## config.mk

```make
export PLATFORM = sky130hd
export DESIGN_NAME = status_flag_irq_mask
export DESIGN_NICKNAME = d
export VERILOG_FILES = /design/src/core/irq_mask_pkg.sv /design/src/core/status_flag_irq_mask.sv
export SDC_FILE = /design/constraint.sdc
export NUM_CORES = 1
export LEC_CHECK = 0
export BUFFER_PORTS_ARGS = -buffer_cell sky130_fd_sc_hd__buf_2
export CAP_MARGIN = 20
export CORE_AREA = 2 2 76 78
export CTS_BUF_LIST = sky130_fd_sc_hd__clkbuf_8
export CTS_CLUSTER_SIZE = 30
export DETAILED_ROUTE_END_ITERATION = 16
export DIE_AREA = 0 0 78 80
export PLACE_DENSITY = 0.73
export SYNTH_ARGS = -nofsm -noshare
export SYNTH_HDL_FRONTEND = slang
export SYNTH_SLANG_ARGS = --single-unit
```

## constraint.sdc

```tcl
create_clock -name core_clk -period 2.52 [get_ports core_clk]
set_input_delay 0.126 -clock core_clk [delete_from_list [all_inputs] [get_ports core_clk]]
set_output_delay 0.126 -clock core_clk [all_outputs]
set_load 0.02 [all_outputs]
```

## src/core/irq_mask_pkg.sv

```systemverilog
/*
  Constants for the sticky status flag and interrupt mask block: source
  numbering, register indices, bit positions and reset values.
  Assumes a register port whose byte address is four times a register index.
*/
package irq_mask_pkg;
  localparam int DATA_W = 8;
  localparam int NUM_IN = 4;
  localparam int NUM_SRC = 15;
  localparam int ADDR_SHIFT = 2;
  localparam int MIN_ADDR_W = 7;
  localparam logic IRQ_IDLE = 1'b1;
  localparam logic [NUM_SRC-1:0] MASK_RESET = 15'h0000;
  localparam logic [NUM_SRC-1:0] FLAG_RESET = 15'h0000;
  localparam logic [DATA_W-1:0] RDATA_IDLE = 8'h00;
  // register indices
  localparam logic [7:0] IDX_DEV_LIVE = 8'h0c;
  localparam logic [7:0] IDX_IN_LIVE = 8'h0d;
  localparam logic [7:0] IDX_PLL_LIVE = 8'h0e;
  localparam logic [7:0] IDX_CAL_LIVE = 8'h0f;
  localparam logic [7:0] IDX_DEV_FLAG = 8'h11;
  localparam logic [7:0] IDX_IN_FLAG = 8'h12;
  localparam logic [7:0] IDX_PLL_FLAG = 8'h13;
  localparam logic [7:0] IDX_CAL_FLAG = 8'h14;
  localparam logic [7:0] IDX_DEV_MASK = 8'h17;
  localparam logic [7:0] IDX_IN_MASK = 8'h18;
  localparam logic [7:0] IDX_PLL_MASK = 8'h19;
  localparam logic [7:0] IDX_CAL_MASK = 8'h1a;
  // sources 0-3 signal absent, 4-7 frequency offset, 8 unlock, 9 freerun,
  // 10 pll calibrating, 11 device calibrating, 12 crystal absent,
  // 13 reference absent, 14 crystal lock error
  localparam logic [7:0] SRC_MASK_IDX [NUM_SRC] = '{
    IDX_IN_MASK, IDX_IN_MASK, IDX_IN_MASK, IDX_IN_MASK,
    IDX_IN_MASK, IDX_IN_MASK, IDX_IN_MASK, IDX_IN_MASK,
    IDX_PLL_MASK, IDX_PLL_MASK, IDX_CAL_MASK,
    IDX_DEV_MASK, IDX_DEV_MASK, IDX_DEV_MASK, IDX_DEV_MASK};
  localparam logic [7:0] SRC_FLAG_IDX [NUM_SRC] = '{
    IDX_IN_FLAG, IDX_IN_FLAG, IDX_IN_FLAG, IDX_IN_FLAG,
    IDX_IN_FLAG, IDX_IN_FLAG, IDX_IN_FLAG, IDX_IN_FLAG,
    IDX_PLL_FLAG, IDX_PLL_FLAG, IDX_CAL_FLAG,
    IDX_DEV_FLAG, IDX_DEV_FLAG, IDX_DEV_FLAG, IDX_DEV_FLAG};
  localparam logic [7:0] SRC_LIVE_IDX [NUM_SRC] = '{
    IDX_IN_LIVE, IDX_IN_LIVE, IDX_IN_LIVE, IDX_IN_LIVE,
    IDX_IN_LIVE, IDX_IN_LIVE, IDX_IN_LIVE, IDX_IN_LIVE,
    IDX_PLL_LIVE, IDX_PLL_LIVE, IDX_CAL_LIVE,
    IDX_DEV_LIVE, IDX_DEV_LIVE, IDX_DEV_LIVE, IDX_DEV_LIVE};
  localparam logic [2:0] SRC_BIT [NUM_SRC] = '{
    3'h0, 3'h1, 3'h2, 3'h3, 3'h4, 3'h5, 3'h6, 3'h7,
    3'h1, 3'h5, 3'h5, 3'h0, 3'h1, 3'h2, 3'h3};
endpackage : irq_mask_pkg

```

## src/core/status_flag_irq_mask.sv

```systemverilog
/*
  Sticky status flags with per-source interrupt masks, folded onto one
  active low interrupt output, plus the register port that reaches them.
  Assumes the live fault indicators come from logic on core_clk and that the
  master never raises read and write strobes together.
*/
`timescale 1ns/1ps
module status_flag_irq_mask #(
  parameter int ADDR_W = 12
) (
  // clock and reset
  input wire logic core_clk,
  input wire logic reset_n,
  // register port
  input wire logic [ADDR_W-1:0] reg_addr,
  input wire logic [irq_mask_pkg::DATA_W-1:0] reg_wdata,
  input wire logic reg_write,
  input wire logic reg_read,
  output logic [irq_mask_pkg::DATA_W-1:0] reg_rdata,
  // live fault indicators
  input wire logic [irq_mask_pkg::NUM_IN-1:0] input_signal_absent,
  input wire logic [irq_mask_pkg::NUM_IN-1:0] input_frequency_offset,
  input wire logic pll_unlock,
  input wire logic retention_freerun,
  input wire logic pll_calibrating,
  input wire logic device_calibrating,
  input wire logic crystal_signal_absent,
  input wire logic reference_signal_absent,
  input wire logic crystal_lock_error,
  // interrupt
  output logic irq_out_n
);
  import irq_mask_pkg::*;

  typedef struct packed {
    logic [NUM_SRC-1:0] mask;
    logic [NUM_SRC-1:0] flag;
    logic [DATA_W-1:0] rdata;
    logic irq_n;
  } state_s;

  state_s st_reg;
  state_s st_next;
  logic [NUM_SRC-1:0] live;
  logic [NUM_SRC-1:0] wr_mask_hit;
  logic [NUM_SRC-1:0] wr_mask_val;
  logic [NUM_SRC-1:0] wr_clr_hit;
  logic [NUM_SRC-1:0] rd_mask_hit;
  logic [NUM_SRC-1:0] rd_flag_hit;
  logic [NUM_SRC-1:0] rd_live_hit;
  logic rd_any_hit;

  // source numbers of the single-bit indicators
  localparam int S_UNLOCK = 2 * NUM_IN;
  localparam int S_FREERUN = S_UNLOCK + 1;
  localparam int S_PLL_CAL = S_UNLOCK + 2;
  localparam int S_DEV_CAL = S_UNLOCK + 3;
  localparam int S_XTAL_ABSENT = S_UNLOCK + 4;
  localparam int S_REF_ABSENT = S_UNLOCK + 5;
  localparam int S_XTAL_LOCK = S_UNLOCK + 6;

  // byte addresses of the registers as the port sees them
  localparam logic [ADDR_W-1:0] A_DEV_LIVE = ADDR_W'(IDX_DEV_LIVE) << ADDR_SHIFT;
  localparam logic [ADDR_W-1:0] A_IN_MASK = ADDR_W'(IDX_IN_MASK) << ADDR_SHIFT;
  localparam logic [ADDR_W-1:0] A_PLL_MASK = ADDR_W'(IDX_PLL_MASK) << ADDR_SHIFT;
  localparam logic [ADDR_W-1:0] A_CAL_MASK = ADDR_W'(IDX_CAL_MASK) << ADDR_SHIFT;
  localparam logic [ADDR_W-1:0] A_DEV_MASK = ADDR_W'(IDX_DEV_MASK) << ADDR_SHIFT;

  if (ADDR_W < MIN_ADDR_W) begin : g_chk
    $error("ADDR_W too narrow for the register map");
  end

  if (NUM_SRC != 2 * NUM_IN + 7) begin : g_chk_src
    $error("NUM_SRC does not match the source list");
  end

  if (DATA_W < 8) begin : g_chk_data
    $error("DATA_W too narrow for the flag bit positions");
  end

  assign live = {crystal_lock_error, reference_signal_absent, crystal_signal_absent,
                 device_calibrating, pll_calibrating, retention_freerun, pll_unlock,
                 input_frequency_offset, input_signal_absent};

  assign rd_any_hit = |{rd_mask_hit, rd_flag_hit, rd_live_hit};

  // per-source address decode and bit placement
  for (genvar i = 0; i < NUM_SRC; i++) begin : g_src
    localparam logic [ADDR_W-1:0] MASK_ADDR = ADDR_W'(SRC_MASK_IDX[i]) << ADDR_SHIFT;
    localparam logic [ADDR_W-1:0] FLAG_ADDR = ADDR_W'(SRC_FLAG_IDX[i]) << ADDR_SHIFT;
    localparam logic [ADDR_W-1:0] LIVE_ADDR = ADDR_W'(SRC_LIVE_IDX[i]) << ADDR_SHIFT;
    assign wr_mask_hit[i] = reg_write && (reg_addr == MASK_ADDR);
    assign wr_mask_val[i] = reg_wdata[SRC_BIT[i]];
    // only a 0 written to the flag bit asks for a clear
    assign wr_clr_hit[i] = reg_write && (reg_addr == FLAG_ADDR) && !reg_wdata[SRC_BIT[i]];
    assign rd_mask_hit[i] = reg_read && (reg_addr == MASK_ADDR);
    assign rd_flag_hit[i] = reg_read && (reg_addr == FLAG_ADDR);
    assign rd_live_hit[i] = reg_read && (reg_addr == LIVE_ADDR);
  end

  always_comb begin
    st_next = st_reg;
    st_next.mask = (st_reg.mask & ~wr_mask_hit) | (wr_mask_val & wr_mask_hit);
    // a live fault sets and also blocks the clear, so set always wins
    st_next.flag = live | (st_reg.flag & ~wr_clr_hit);
    // the output follows next state, so a mask write shows on the same edge
    st_next.irq_n = ~|(st_next.flag & ~st_next.mask);
    st_next.rdata = RDATA_IDLE;
    for (int i = 0; i < NUM_SRC; i++) begin
      if (rd_mask_hit[i]) begin
        st_next.rdata[SRC_BIT[i]] = st_reg.mask[i];
      end
      if (rd_flag_hit[i]) begin
        st_next.rdata[SRC_BIT[i]] = st_reg.flag[i];
      end
      if (rd_live_hit[i]) begin
        st_next.rdata[SRC_BIT[i]] = live[i];
      end
    end
  end

  always_ff @(posedge core_clk or negedge reset_n) begin
    if (!reset_n) begin
      st_reg <= '{mask: MASK_RESET, flag: FLAG_RESET, rdata: RDATA_IDLE, irq_n: IRQ_IDLE};
    end else begin
      st_reg <= st_next;
    end
  end

  assign irq_out_n = st_reg.irq_n;
  assign reg_rdata = st_reg.rdata;

  a_irq_on_flag: assert property (
    @(posedge core_clk) disable iff (!reset_n)
    ((st_reg.flag & ~st_reg.mask) != '0) |-> !irq_out_n)
    else $error("unmasked flag set but irq idle");

  a_irq_idle_masked: assert property (
    @(posedge core_clk) disable iff (!reset_n)
    ((st_reg.flag & ~st_reg.mask) == '0) |-> irq_out_n)
    else $error("irq active with no unmasked flag");

  a_irq_release: assert property (
    @(posedge core_clk) disable iff (!reset_n)
    $rose(irq_out_n) |-> ((($past(st_reg.flag) & ~st_reg.flag) != '0)
                          || (($past(st_reg.mask) ^ st_reg.mask) != '0)))
    else $error("irq released without a clear or mask change");

  a_clear_blocked: assert property (
    @(posedge core_clk) disable iff (!reset_n)
    ((wr_clr_hit & live) != '0) |=>
      ((st_reg.flag & $past(wr_clr_hit & live)) == $past(wr_clr_hit & live)))
    else $error("flag cleared while its fault is live");

  a_clear_honoured: assert property (
    @(posedge core_clk) disable iff (!reset_n)
    ((wr_clr_hit & ~live) != '0) |=> ((st_reg.flag & $past(wr_clr_hit & ~live)) == '0))
    else $error("flag clear ignored with fault gone");

  a_flag_sticky: assert property (
    @(posedge core_clk) disable iff (!reset_n)
    (st_reg.flag != '0 && wr_clr_hit == '0) |=>
      ((st_reg.flag & $past(st_reg.flag)) == $past(st_reg.flag)))
    else $error("flag dropped without a clear");

  a_mask_reset: assert property (
    @(posedge core_clk) disable iff (!reset_n)
    $rose(reset_n) |-> (st_reg.mask == MASK_RESET))
    else $error("masks not zero out of reset");

  a_mask_write: assert property (
    @(posedge core_clk) disable iff (!reset_n)
    (wr_mask_hit != '0) |=>
      ((st_reg.mask & $past(wr_mask_hit)) == ($past(wr_mask_val) & $past(wr_mask_hit))))
    else $error("mask write not stored");

  a_mask_timely: assert property (
    @(posedge core_clk) disable iff (!reset_n)
    (wr_mask_hit != '0) |=> (st_reg.flag == $past(st_reg.flag | live))
      && (irq_out_n == ((st_reg.flag & ~st_reg.mask) == '0)))
    else $error("mask write disturbed flags or irq lagged");

  a_read_once: assert property (
    @(posedge core_clk) disable iff (!reset_n)
    !$past(reg_read) |-> (reg_rdata == RDATA_IDLE))
    else $error("read data outside the answer cycle");

  a_irq_cause: assert property (
    @(posedge core_clk) disable iff (!reset_n)
    $fell(irq_out_n) |->
      ((($past(live) & ~$past(st_reg.mask)) != '0) || (($past(st_reg.mask) & ~st_reg.mask) != '0)))
    else $error("irq raised with no fault and no unmask");

  a_reset_quiet: assert property (
    @(posedge core_clk) disable iff (!reset_n)
    $rose(reset_n) |->
      (irq_out_n == IRQ_IDLE) && (st_reg.flag == FLAG_RESET) && (reg_rdata == RDATA_IDLE))
    else $error("state not idle out of reset");

  a_read_unmapped: assert property (
    @(posedge core_clk) disable iff (!reset_n)
    (reg_read && !rd_any_hit) |=>
      (reg_rdata == RDATA_IDLE))
    else $error("unmapped read returned data");

  a_live_read_only: assert property (
    @(posedge core_clk) disable iff (!reset_n)
    (reg_write && (reg_addr == A_DEV_LIVE)) |=>
      (st_reg.mask == $past(st_reg.mask)) && (st_reg.flag == ($past(st_reg.flag) | $past(live))))
    else $error("write to live register changed state");

  a_all_masked: assert property (
    @(posedge core_clk) disable iff (!reset_n)
    (st_reg.mask == '1) |->
      irq_out_n)
    else $error("irq active with every source ignored");

  // field-level mask storage, one per mask field
  a_absent_mask_field: assert property (
    @(posedge core_clk) disable iff (!reset_n)
    (reg_write && (reg_addr == A_IN_MASK)) |=>
      (st_reg.mask[NUM_IN-1:0] == $past(reg_wdata[NUM_IN-1:0])))
    else $error("signal absent masks not stored");

  a_offset_mask_field: assert property (
    @(posedge core_clk) disable iff (!reset_n)
    (reg_write && (reg_addr == A_IN_MASK)) |=>
      (st_reg.mask[2*NUM_IN-1:NUM_IN] == $past(reg_wdata[2*NUM_IN-1:NUM_IN])))
    else $error("frequency offset masks not stored");

  a_unlock_mask_bit: assert property (
    @(posedge core_clk) disable iff (!reset_n)
    (reg_write && (reg_addr == A_PLL_MASK)) |=>
      (st_reg.mask[S_UNLOCK] == $past(reg_wdata[SRC_BIT[S_UNLOCK]])))
    else $error("unlock mask not stored");

  a_freerun_mask_bit: assert property (
    @(posedge core_clk) disable iff (!reset_n)
    (reg_write && (reg_addr == A_PLL_MASK)) |=>
      (st_reg.mask[S_FREERUN] == $past(reg_wdata[SRC_BIT[S_FREERUN]])))
    else $error("freerun mask not stored");

  a_pll_cal_mask: assert property (
    @(posedge core_clk) disable iff (!reset_n)
    (reg_write && (reg_addr == A_CAL_MASK)) |=>
      (st_reg.mask[S_PLL_CAL] == $past(reg_wdata[SRC_BIT[S_PLL_CAL]])))
    else $error("pll calibrating mask not stored");

  a_dev_cal_mask: assert property (
    @(posedge core_clk) disable iff (!reset_n)
    (reg_write && (reg_addr == A_DEV_MASK)) |=>
      (st_reg.mask[S_DEV_CAL] == $past(reg_wdata[SRC_BIT[S_DEV_CAL]])))
    else $error("device calibrating mask not stored");

  a_xtal_absent_mask: assert property (
    @(posedge core_clk) disable iff (!reset_n)
    (reg_write && (reg_addr == A_DEV_MASK)) |=>
      (st_reg.mask[S_XTAL_ABSENT] == $past(reg_wdata[SRC_BIT[S_XTAL_ABSENT]])))
    else $error("crystal absent mask not stored");

  a_ref_absent_mask: assert property (
    @(posedge core_clk) disable iff (!reset_n)
    (reg_write && (reg_addr == A_DEV_MASK)) |=>
      (st_reg.mask[S_REF_ABSENT] == $past(reg_wdata[SRC_BIT[S_REF_ABSENT]])))
    else $error("reference absent mask not stored");

  a_xtal_lock_mask: assert property (
    @(posedge core_clk) disable iff (!reset_n)
    (reg_write && (reg_addr == A_DEV_MASK)) |=>
      (st_reg.mask[S_XTAL_LOCK] == $past(reg_wdata[SRC_BIT[S_XTAL_LOCK]])))
    else $error("crystal lock error mask not stored");

  // per-source checks of set, clear, mask and readback
  for (genvar i = 0; i < NUM_SRC; i++) begin : g_src_chk
    localparam logic [NUM_SRC-1:0] ONE_HOT = NUM_SRC'(1) << i;
    localparam logic [ADDR_W-1:0] FLAG_A = ADDR_W'(SRC_FLAG_IDX[i]) << ADDR_SHIFT;

    a_src_sets: assert property (
      @(posedge core_clk) disable iff (!reset_n)
      live[i] |=>
        st_reg.flag[i])
      else $error("fault did not set its flag");

    a_src_raises: assert property (
      @(posedge core_clk) disable iff (!reset_n)
      (live[i] && !st_reg.mask[i] && !wr_mask_hit[i]) |=>
        !irq_out_n)
      else $error("unmasked fault did not raise irq");

    a_src_ignored: assert property (
      @(posedge core_clk) disable iff (!reset_n)
      ((st_reg.flag == ONE_HOT) && st_reg.mask[i]) |->
        irq_out_n)
      else $error("masked source raised irq");

    a_src_clear_held: assert property (
      @(posedge core_clk) disable iff (!reset_n)
      (wr_clr_hit[i] && live[i]) |=>
        st_reg.flag[i])
      else $error("flag cleared under live fault");

    a_src_clear_done: assert property (
      @(posedge core_clk) disable iff (!reset_n)
      (wr_clr_hit[i] && !live[i]) |=>
        !st_reg.flag[i])
      else $error("flag not cleared with fault gone");

    a_src_flag_kept: assert property (
      @(posedge core_clk) disable iff (!reset_n)
      (st_reg.flag[i] && !wr_clr_hit[i]) |=>
        st_reg.flag[i])
      else $error("flag dropped without a clear");

    a_src_no_spurious: assert property (
      @(posedge core_clk) disable iff (!reset_n)
      (!st_reg.flag[i] && !live[i]) |=>
        !st_reg.flag[i])
      else $error("flag set without a fault");

    a_src_write_one: assert property (
      @(posedge core_clk) disable iff (!reset_n)
      (reg_write && (reg_addr == FLAG_A) && reg_wdata[SRC_BIT[i]] && st_reg.flag[i]) |=>
        st_reg.flag[i])
      else $error("writing 1 cleared a flag");

    a_src_mask_store: assert property (
      @(posedge core_clk) disable iff (!reset_n)
      wr_mask_hit[i] |=>
        (st_reg.mask[i] == $past(wr_mask_val[i])))
      else $error("mask bit not stored");

    a_src_mask_kept: assert property (
      @(posedge core_clk) disable iff (!reset_n)
      !wr_mask_hit[i] |=>
        (st_reg.mask[i] == $past(st_reg.mask[i])))
      else $error("mask bit changed without a write");

    a_src_mask_flag: assert property (
      @(posedge core_clk) disable iff (!reset_n)
      (wr_mask_hit[i] && !live[i]) |=>
        (st_reg.flag[i] == $past(st_reg.flag[i])))
      else $error("mask write changed a flag");

    a_src_unmask_irq: assert property (
      @(posedge core_clk) disable iff (!reset_n)
      (st_reg.flag[i] && wr_mask_hit[i] && !wr_mask_val[i]) |=>
        !irq_out_n)
      else $error("unmask did not raise irq in time");

    a_src_mask_irq: assert property (
      @(posedge core_clk) disable iff (!reset_n)
      (((st_reg.flag & ~ONE_HOT) == '0) && (live == '0) && wr_mask_hit[i] && wr_mask_val[i]) |=>
        irq_out_n)
      else $error("mask did not release irq in time");

    a_src_read_mask: assert property (
      @(posedge core_clk) disable iff (!reset_n)
      rd_mask_hit[i] |=>
        (reg_rdata[SRC_BIT[i]] == $past(st_reg.mask[i])))
      else $error("mask readback wrong");

    a_src_read_flag: assert property (
      @(posedge core_clk) disable iff (!reset_n)
      rd_flag_hit[i] |=>
        (reg_rdata[SRC_BIT[i]] == $past(st_reg.flag[i])))
      else $error("flag readback wrong");

    a_src_read_live: assert property (
      @(posedge core_clk) disable iff (!reset_n)
      rd_live_hit[i] |=>
        (reg_rdata[SRC_BIT[i]] == $past(live[i])))
      else $error("live readback wrong");
  end
endmodule : status_flag_irq_mask

```

---- Yosys cells after proc, flatten, opt, wreduce, memory -nomap -nowiden ----
Cells that the tools add are included.
operators by class
  bitwise logic cells ..................... 9
  reductions and logical operators ........ 45
  equality and inequality tests ........... 12
  multiplexer cells ....................... 45
operators by type and width
  cell                   number
  $eq A12 B7 Y1 const B  8
  $and A15 B15 Y15       4
  $eq A12 B6 Y1 const B  4
  $mux W1                45
  $not A15 Y15           3
  $logic_and A1 B1 Y1    35
  $or A15 B15 Y15        2
  $reduce_or A15 Y1      1
  $logic_not A1 Y1       9
word-level totals
  register bits after elaboration ......... 39
  output and inout port bits .............. 9

---- Logic depth before layout (Yosys ltp) ----
Gate-level depths: netlist (run 1).
  depth in word-level cells ............... 11
  depth in mapped cells ................... 8
  mapped depth without buffers ............ 6

---- Worst setup path after synthesis (run 1) ----
Ideal clock, no wire load.
  path type ............................... input to register
  start point ............................. in reg_addr[1]
  end point ............................... reg st_reg, in the netlist irq_out_n
  buffers on the path ..................... 1
  library setup time ...................... 63 ps
  required time ........................... 2457 ps
  stages .................................. 7
  path slack .............................. 119 ps
  arrival ................................. 2338 ps
  path through ............................ or4_4 > or4_1 > clkbuf_2 > mux2_4 > o2111a_1 > or4b_1 > and4b_1
RTL lines
  element               line                         RTL
  start, declared       status_flag_irq_mask.sv:15   input wire logic [ADDR_W-1:0] reg_addr,
  end signal, assigned  status_flag_irq_mask.sv:124  st_reg <= '{mask: MASK_RESET, flag: FLAG_RESET, rdata: RDATA_IDLE, irq_n: IRQ_IDLE};
  end signal, assigned  status_flag_irq_mask.sv:126  st_reg <= st_next;
  end, declared         status_flag_irq_mask.sv:42   state_s st_reg;

==> reports/metrics.yaml, run 1 <==
min_path:
  whs_endpoint: "st_reg[12]"
  hold_depth: 3
  min_from: "input_signal_absent[3]"
  min_path_type: "input pin to register"
cts:
  h-tree-depth: 2
  cts_buffers: 5
  clkSinkCount: 39
  clockBufferDepth: 2
  tritoncts: "yes"
  root_buffer: "clkbuf_8"
  clk_pin_slew_worst_paths_ps: 90
  cts-resized-gates: 0
  clock_latency_ps: 300
job:
  max_cap_viol_count: 0
worst_setup_path:
  crit_path_end_kind: "register"
  cp_data_arrival_time_ps: 2530
  r2r_cells: 6
  slowest_stage: "or4_1"
  reg2reg_to: "irq_out_n"
  path_buf_inv: 1
  reg2reg_slack_ps: 810
  crit_family: "simple AND/OR/NAND/NOR gates"
  startpoint_type: "input pin"
  critPathKind: "input pin to register"
  crit_path_max_fanout: 3
  r2r_start: "st_reg[11]"
  worstPathRequired_ps: 2760
  crit_chain: "buf_2 -> or4_4 -> or4_1 -> mux2_4 -> o2111a_1 -> or4b_1 -> and4b_1"
  max_stage_delay_ps: 640
timing:
  setup_tns_ps: 0
  hold_violations: 0
  fin_skew_ps: 12.2
  relSlewSlack: 0.421
  slew_violations: 0
  min_period_ps: 2300
  setup_violations: 0
  worst_pin_slew_ps: 869
  fin_crit_sh: 0.912
  clock.fmax_mhz: 435
  rsz0062_at_grt: "false"
logic_synthesis:
  synth_edf_count: 0
  ys_seq_area_frac: 0.423
  synthesis.area_um2: 2310
  syn_avg_cell_area_um2: 9.25
  ys_warn_count: 0
  synthFlopType: "dfrtp_1"
  synthCells: 250
  ys_ff_latch: 39
  yosysUniqueCellTypes: 57
  synth_nets: 289
  async_flop_share: 1.00
grt:
  grt_max_degree: 40
  grt_overflow: 0
  antenna_found_initial: 0
  grt_use_total: 0.220
  grt_pass1_vias: 2199
  grt_pass1_wl_um: 10700
detailed_routing:
  drt-total-wl_um: 6460
  first_pass_iters: 4
  initialDrtViolationCount: 154
  viasPerCell: 5.80
  ant_nets: 0
  wl_per_cell_um: 16.9
  vias: 2216
  remaining_drc_errors: 0
placed_design:
  placedCellCount: 373
  dp_hpwl_um: 4910
  portBuffers: 47
  place.gp.congestion: 0.956
run_status:
  outcome: "finished clean"
power_and_ir_drop:
  ir_drop_mv: 0.256
  power_mw: 1.29
  powerDensity_nw_per_um2: 456
  p_leak_nw: 1.30
layout:
  area_growth_pct: 21.9
  nNetsFinal: 348
  layoutNonFillerInstCount: 382
  n_fill_cell: 505
  largest_register_ffs: 30
  num_antenna_cells: 0
  drive_gt1_frac: 0.329
  utilization: 0.521
floorplan:
  fp-row-count: 27
  die_w_um: 78
  dieArea_um2: 6240
  core_um2: 5410
  initial_core_util: 0.428
  io_pins: 48
  die_y_um: 80
==> logic make-up (layout without fill, tap and decap cells) <==
group / Yosys count / in the layout / share of synthesized area
and+or+nand+nor: 93 / 93 / 0.234
AOI/OAI and AO/OA: 65 / 65 / 0.197
buffers and inverters: 40 / 100 / 0.0822
DFF: 39 / 39 / 0.423
muxes: 13 / 13 / 0.0644
==> tightest hold or removal path, cell delays in order <==
cell and delay [ps]:
buf_2 90, inv_1 40, nand2_1 50
==> cells in the final DEF (no fill, tap or decap), types with 2 or more instances in the layout <==
master      n
nand2b_1    3
nand4_1     8
o41ai_1     2
nor2_1     16
o21ai_0    16
nor2b_1     2
nor3b_1     4
dfrtp_1    38
inv_1      22
or4b_1      2
nor3_1      3
o41a_1      2
a221oi_1    2
or2_2       4
nand3_1     3
o22ai_1     3
nand2_1    26
a41oi_1     5
nand4bb_1   2
buf_2      47
a222oi_1    3
nor4_1      5
buf_4      22
mux2_2     11
a21oi_1    13
o211ai_1    4
a31oi_1     6
clkbuf_8    5
or3_1       2
==> area by class of cell <==
class	instances	area (um^2)	share of cell area
sequential	39	977	0.347
timing repair buffer	70	410	0.146
inverter	22	82.6	0.0293
multi-input combinational	171	1140	0.406
clock buffer	5	68.8	0.0244
clock inverter	3	43.8	0.0155
tap	72	90.1	0.0320
==> metrics by stage <==
stage          cell area, um^2  hold slack [ps]  setup slack (ps)
2_1_floorplan             2310             -170               119
3_3_place_gp              2700              287             -23.8
3_5_place_dp              2700              291             -74.1
4_1_cts                   2820             30.8               239
5_1_grt                   2820             25.4               153
6_report                  2820             33.9               223
==> what timing repair did <==
item	CTS	global route
hold endpoints to repair	38	0
buffers inserted	0	0
hold buffers	1	0
==> cell usage after synthesis, types with 2 or more instances <==
master / number / area [um^2]
a21oi_1: 13 / 65.1
a221oi_1: 2 / 17.5
a222oi_1: 3 / 30.0
a31oi_1: 6 / 37.5
a41oi_1: 5 / 43.8
buf_4: 8 / 60.1
clkbuf_1: 6 / 22.5
dfrtp_1: 38 / 951
inv_1: 22 / 82.6
mux2_2: 11 / 124
nand2_1: 26 / 97.6
nand2b_1: 3 / 18.8
nand3_1: 3 / 15.0
nand4_1: 8 / 50.1
nand4bb_1: 2 / 22.5
nor2_1: 16 / 60.1
nor2b_1: 2 / 12.5
nor3_1: 3 / 15.0
nor3b_1: 4 / 30.0
nor4_1: 5 / 31.3
o211ai_1: 4 / 30.0
o21ai_0: 16 / 80.1
o22ai_1: 3 / 18.8
o41a_1: 2 / 22.5
o41ai_1: 2 / 17.5
or2_2: 4 / 25.0
or3_1: 2 / 12.5
or4b_1: 2 / 20.0
==> where the power goes <==
group	internal [mW]	switching, mW	leakage [nW]
combinational	0.0524	0.0799	0.781
clock	0.295	0.231	0.0581
sequential	0.626	0.000588	0.463
==> per-layer routing <==
layer | global-route usage | wire length, um
met1 | 0.305 | 2900
met2 | 0.339 | 2930
met3 | 0.0532 | 550
met4 | 0.0702 | 81
met5 | 0 | 0
==> worst max-delay path by stage <==
stage,from,to,slack [ps],depth (start not counted)
finish,reg_addr[1],irq_out_n,220,7
global route,reg_addr[1],irq_out_n,150,7
CTS,reg_addr[1],irq_out_n,240,7
detailed placement,reg_addr[1],irq_out_n,-70,7
global placement,reg_addr[1],irq_out_n,-20,7
floorplan,reg_addr[1],irq_out_n,120,7
Power figures use the tool's default switching activity.
==> inputs of run 2 (changes only) <==
clock period = 2.8 ns   (was 2.52 ns; I/O delays follow)
==> reports/metrics.yaml, run 2 (synthesis gave the netlist of run 1 again) <==
run_status:
  outcome: "finished, violations left"
  violations: "negative hold slack"
placed_design:
  place.gp.congestion: 0.903  # -5.5%
  portBuffers: 47  # unchanged
  dp_hpwl_um: 4620  # -5.9%
  pre_cts_ws_ps: 125  # +199 ps
  placedCellCount: 364  # -2.4%
grt:
  grt_pass1_vias: 2196  # -0.14%
  antenna_found_initial: 0  # unchanged
  grt_use_total: 0.217  # -0.00278
  grt_pass1_wl_um: 10600  # -0.71%
  grt_overflow: 0  # unchanged
  grt_max_degree: 40  # unchanged
floorplan:
  dieArea_um2: 6240  # unchanged
  core_um2: 5410  # unchanged
  die_y_um: 80  # unchanged
  initial_core_util: 0.428  # unchanged
  die_w_um: 78  # unchanged
  io_pins: 48  # unchanged
  fp-row-count: 27  # unchanged
worst_setup_path:
  worstPathRequired_ps: 3030  # +270 ps
  cp_data_arrival_time_ps: 2610  # +80 ps
  crit_path_max_fanout: 5  # +2
  startpoint_type: "input pin"
  critPathKind: "input pin to register"
  crit_path_end_kind: "register"
layout:
  layoutNonFillerInstCount: 372  # -2.6%
  final_common_cell: "buf_2"
  largest_register_ffs: 30  # unchanged
  area_growth_pct: 17.3
  num_antenna_cells: 0  # unchanged
  most-common-layout-cells: "buf_2, dfrtp_1, nand2_1"
  nNetsFinal: 338  # -2.9%
  drive_gt1_frac: 0.307  # -0.0224
timing:
  hold_violations: 38  # +38
  rsz0062_at_grt: "false"
  setup_violations: 0  # unchanged
  min_period_ps: 2380
  relSlewSlack: 0.410  # -0.0106
  clock.fmax_mhz: 420
  setup_tns_ps: 0  # unchanged
  fin_crit_sh: 0.849
  fin_skew_ps: 4.93  # -7.28 ps
  worst_hold_slack_ps: -38.6  # -72.5 ps
  worst_slack_ps: 422  # +199 ps
  worst_pin_slew_ps: 884  # +15.9 ps
  slew_violations: 0  # unchanged
cts:
  postCtsHoldBufs: 0  # -1
  clockBufferDepth: 2  # unchanged
  clk_pin_slew_worst_paths_ps: 80  # about the same
  post_cts_buffers: 0  # unchanged
  root_buffer: "clkbuf_8"
  cts-resized-gates: 0  # unchanged
  h-tree-depth: 2  # unchanged
  tritoncts: "yes"
  cts_buffers: 5  # unchanged
  clkSinkCount: 39  # unchanged
  clock_latency_ps: 280  # -20 ps
detailed_routing:
  first_pass_iters: 8  # +4
  wl_per_cell_um: 16.8  # -0.44%
  initialDrtViolationCount: 343  # +120%
  drt-total-wl_um: 6260  # -3.0%
  ant_nets: 0  # unchanged
  viasPerCell: 5.97  # +2.9%
  remaining_drc_errors: 0  # unchanged
  vias: 2220  # +0.18%
power_and_ir_drop:
  p_leak_nw: 1.24  # -4.5%
  powerDensity_nw_per_um2: 386  # -15%
  ir_drop_mv: 0.208  # -19%
min_path:
  min_path_type: "input pin to async pin"
job:
  max_cap_viol_count: 0  # unchanged
## run 2: cell count changes in the layout (fill, tap and decap cells not counted)
cell           before  now
buf_4              22   13
bufinv_16           1    0
clkinv_4            1    0
clkinvlp_4          0    1
dlygate4sd3_1       1    0
inv_1              22   23
## run 2: path summary, 6_finish.rpt
| path | from | slack [ps] | depth (start not counted) | end |
|---|---|---|---|---|
| setup / recovery | reg_addr[1] | 420 | 7 | irq_out_n |
| hold / removal | reset_n | -40 | 1 | reg_rdata[5] |
| setup reg to reg | st_reg[11] | 1100 | 6 | irq_out_n |
| hold reg to reg | st_reg[31] | 510 | 2 | reg_rdata[7] |
| max in group asynchronous | reset_n | 2280 | 1 | st_reg[12] |
| min in group core_clk | input_frequency_offset[0] | 70 | 3 | st_reg[13] |
## run 2: metrics by stage
| stage | total power, mW | area (um^2) | util |
|---|---|---|---|
| 5_1_grt | 1.09 | 2710 | 0.502 |
| 3_5_place_dp | 0.686 | 2630 | 0.486 |
| 6_report | 1.05 | 2710 | 0.502 |
| 4_1_cts | 1.06 | 2710 | 0.502 |
| 3_3_place_gp | 0.685 | 2630 | 0.486 |
| 2_1_floorplan | 0.620 | 2310 | - |
## run 2: layout make-up
| cell class | count | area, um^2 |
|---|---|---|
| inverter | 22 | 82.6 |
| fill | 533 | 2690 |
| tap | 72 | 90.1 |
| clock inverter | 3 | 16.3 |
| multi-input combinational | 171 | 1140 |
| clock buffer | 5 | 68.8 |
| timing repair buffer | 60 | 333 |
| sequential | 39 | 977 |
## run 2: worst max-delay path, stage by stage
cell and delay [ps]:
buf_2 110, or4_4 530, or4_1 690, mux2_4 260
o2111a_1 200, or4b_1 420, and4b_1 250
## run 2: per-layer routing
metal	up-vias	track usage	share of wire
met5	-	0	0
met4	0	0.0947	0.029
met3	20	0.0577	0.093
met2	118	0.322	0.44
met1	1064	0.299	0.44
li1	1018	-	-
## run 2: power by group
group / internal (mW) / switching, mW
Combinational: 0.0414 / 0.0700
Clock: 0.171 / 0.202
Sequential: 0.564 / 0.000532
Total: 0.776 / 0.272
==> inputs of run 3 (changes only) <==
clock period = 2.32 ns   (was 2.8 ns; I/O delays follow)
==> reports/metrics.yaml, run 3 (synthesis gave the netlist of run 1 again) <==
placed_design:
  portBuffers: 47  # unchanged
  place.gp.congestion: 0.949  # +5.2%
  placedCellCount: 385  # +5.8%
  dp_hpwl_um: 5140  # +11%
  place_area_um2: 2790  # +6.0%
timing:
  worst_pin_slew_ps: 888  # +3.48 ps
  setup_violations: 0  # unchanged
  min_period_ps: 2170
  relSlewSlack: 0.408  # -0.00232
  fin_skew_ps: 5.77  # +0.842 ps
  rsz0062_at_grt: "false"
  hold_violations: 0  # -100%
  fin_crit_sh: 0.935
  slew_violations: 0  # unchanged
  clock.fmax_mhz: 461
floorplan:
  die_w_um: 78  # unchanged
  initial_core_util: 0.428  # unchanged
  dieArea_um2: 6240  # unchanged
  fp-row-count: 27  # unchanged
  core_um2: 5410  # unchanged
  io_pins: 48  # unchanged
  die_y_um: 80  # unchanged
layout:
  final_cell_area_um2: 2910  # +7.2%
  num_antenna_cells: 0  # unchanged
  nNetsFinal: 360  # +6.5%
  layoutNonFillerInstCount: 394  # +5.9%
  final_common_cell: "buf_2"
  most-common-layout-cells: "buf_2, dfrtp_1, buf_4"
  drive_gt1_frac: 0.354  # +0.0474
  largest_register_ffs: 30  # unchanged
  area_growth_pct: 25.8
worst_setup_path:
  worstPathRequired_ps: 2570  # -460 ps
  startpoint_type: "input pin"
  cp_data_arrival_time_ps: 2420  # -190 ps
  crit_path_max_fanout: 4  # -1
  critPathKind: "input pin to register"
  crit_path_end_kind: "register"
detailed_routing:
  drt-total-wl_um: 6910  # +10%
  wl_per_cell_um: 17.5  # +4.2%
  initialDrtViolationCount: 278  # -19%
  ant_nets: 0  # unchanged
  remaining_drc_errors: 0  # unchanged
  vias: 2280  # +2.7%
  viasPerCell: 5.79  # -3.0%
  first_pass_iters: 5  # -3
cts:
  clockBufferDepth: 2  # unchanged
  h-tree-depth: 2  # unchanged
  tritoncts: "yes"
  clock_latency_ps: 300  # +20 ps
  clkSinkCount: 39  # unchanged
  cts-resized-gates: 0  # unchanged
  clk_pin_slew_worst_paths_ps: 80  # about the same
  post_cts_buffers: 0  # unchanged
  cts_buffers: 5  # unchanged
  root_buffer: "clkbuf_8"
grt:
  grt_use_total: 0.236  # +0.0187
  grt_overflow: 0  # unchanged
  grt_max_degree: 40  # unchanged
  grt_pass1_wl_um: 11100  # +4.8%
  grt_pass1_vias: 2224  # +1.3%
  antenna_found_initial: 0  # unchanged
power_and_ir_drop:
  p_leak_nw: 1.36  # +9.3%
  ir_drop_mv: 0.187  # -10%
  powerDensity_nw_per_um2: 488  # +26%
  power_mw: 1.42  # +35%
min_path:
  min_path_type: "input pin to register"
job:
  max_cap_viol_count: 0  # unchanged
run_status:
  outcome: "finished clean"
-- run 3: routing by layer --
layer,vias to the layer above,part of all wire,track usage
li1,1063,-,-
met1,1096,0.43,0.305
met2,108,0.47,0.382
met3,13,0.078,0.0498
met4,0,0.026,0.104
met5,-,0,0
-- run 3: path summary, 6_finish.rpt --
| check | start | endpoint | slack, ps | depth (start not counted) |
|---|---|---|---|---|
| setup reg to reg | st_reg[11] | irq_out_n | 650 | 6 |
| setup / recovery | reg_addr[1] | irq_out_n | 150 | 7 |
| min in group asynchronous | reset_n | st_reg[19] | 480 | 2 |
| hold / removal | input_frequency_offset[0] | st_reg[13] | 30 | 3 |
| max in group asynchronous | reset_n | st_reg[28] | 1290 | 2 |
| hold reg to reg | st_reg[28] | reg_rdata[4] | 490 | 2 |
-- run 3: stage by stage --
| stage | worst slack [ps] | hold slack [ps] | TNS [ps] | util |
|---|---|---|---|---|
| after CTS | 161 | 21.1 | 0 | 0.538 |
| after floorplan | -12.9 | -180 | -12.9 | - |
| after detailed placement | -155 | 284 | -155 | 0.515 |
| after global placement | -130 | 276 | -130 | 0.515 |
| after global routing | 19.3 | 28.4 | 0 | 0.538 |
| final | 151 | 28.2 | 0 | 0.538 |
-- run 3: repair_timing --
item / CTS / global route
hold buffers: 1 / 0
endpoints found under the hold margin: 38 / 0
setup endpoints to repair: 0 / 0
-- run 3: power by group --
group / switching, mW / leakage [nW] / internal [mW]
Sequential: 0.000649 / 0.463 / 0.680
Combinational: 0.0889 / 0.838 / 0.0660
Clock: 0.264 / 0.0581 / 0.320
Total: 0.353 / 1.36 / 1.07
-- run 3: final cells by class --
class / count / area (um^2)
well taps: 72 / 90.1
flip-flops and latches: 39 / 977
clock buffers: 5 / 68.8
inverters: 22 / 82.6
repair buffers: 82 / 500
fillers: 518 / 2500
multi-input cells: 171 / 1140
clock inverters: 3 / 43.8
-- run 3: worst max-delay path: stages --
cell,delay (ps)
buf_2,110
or4_4,550
or4_1,550
mux2_4,260
o2111a_1,160
or4b_1,420
and4b_1,250
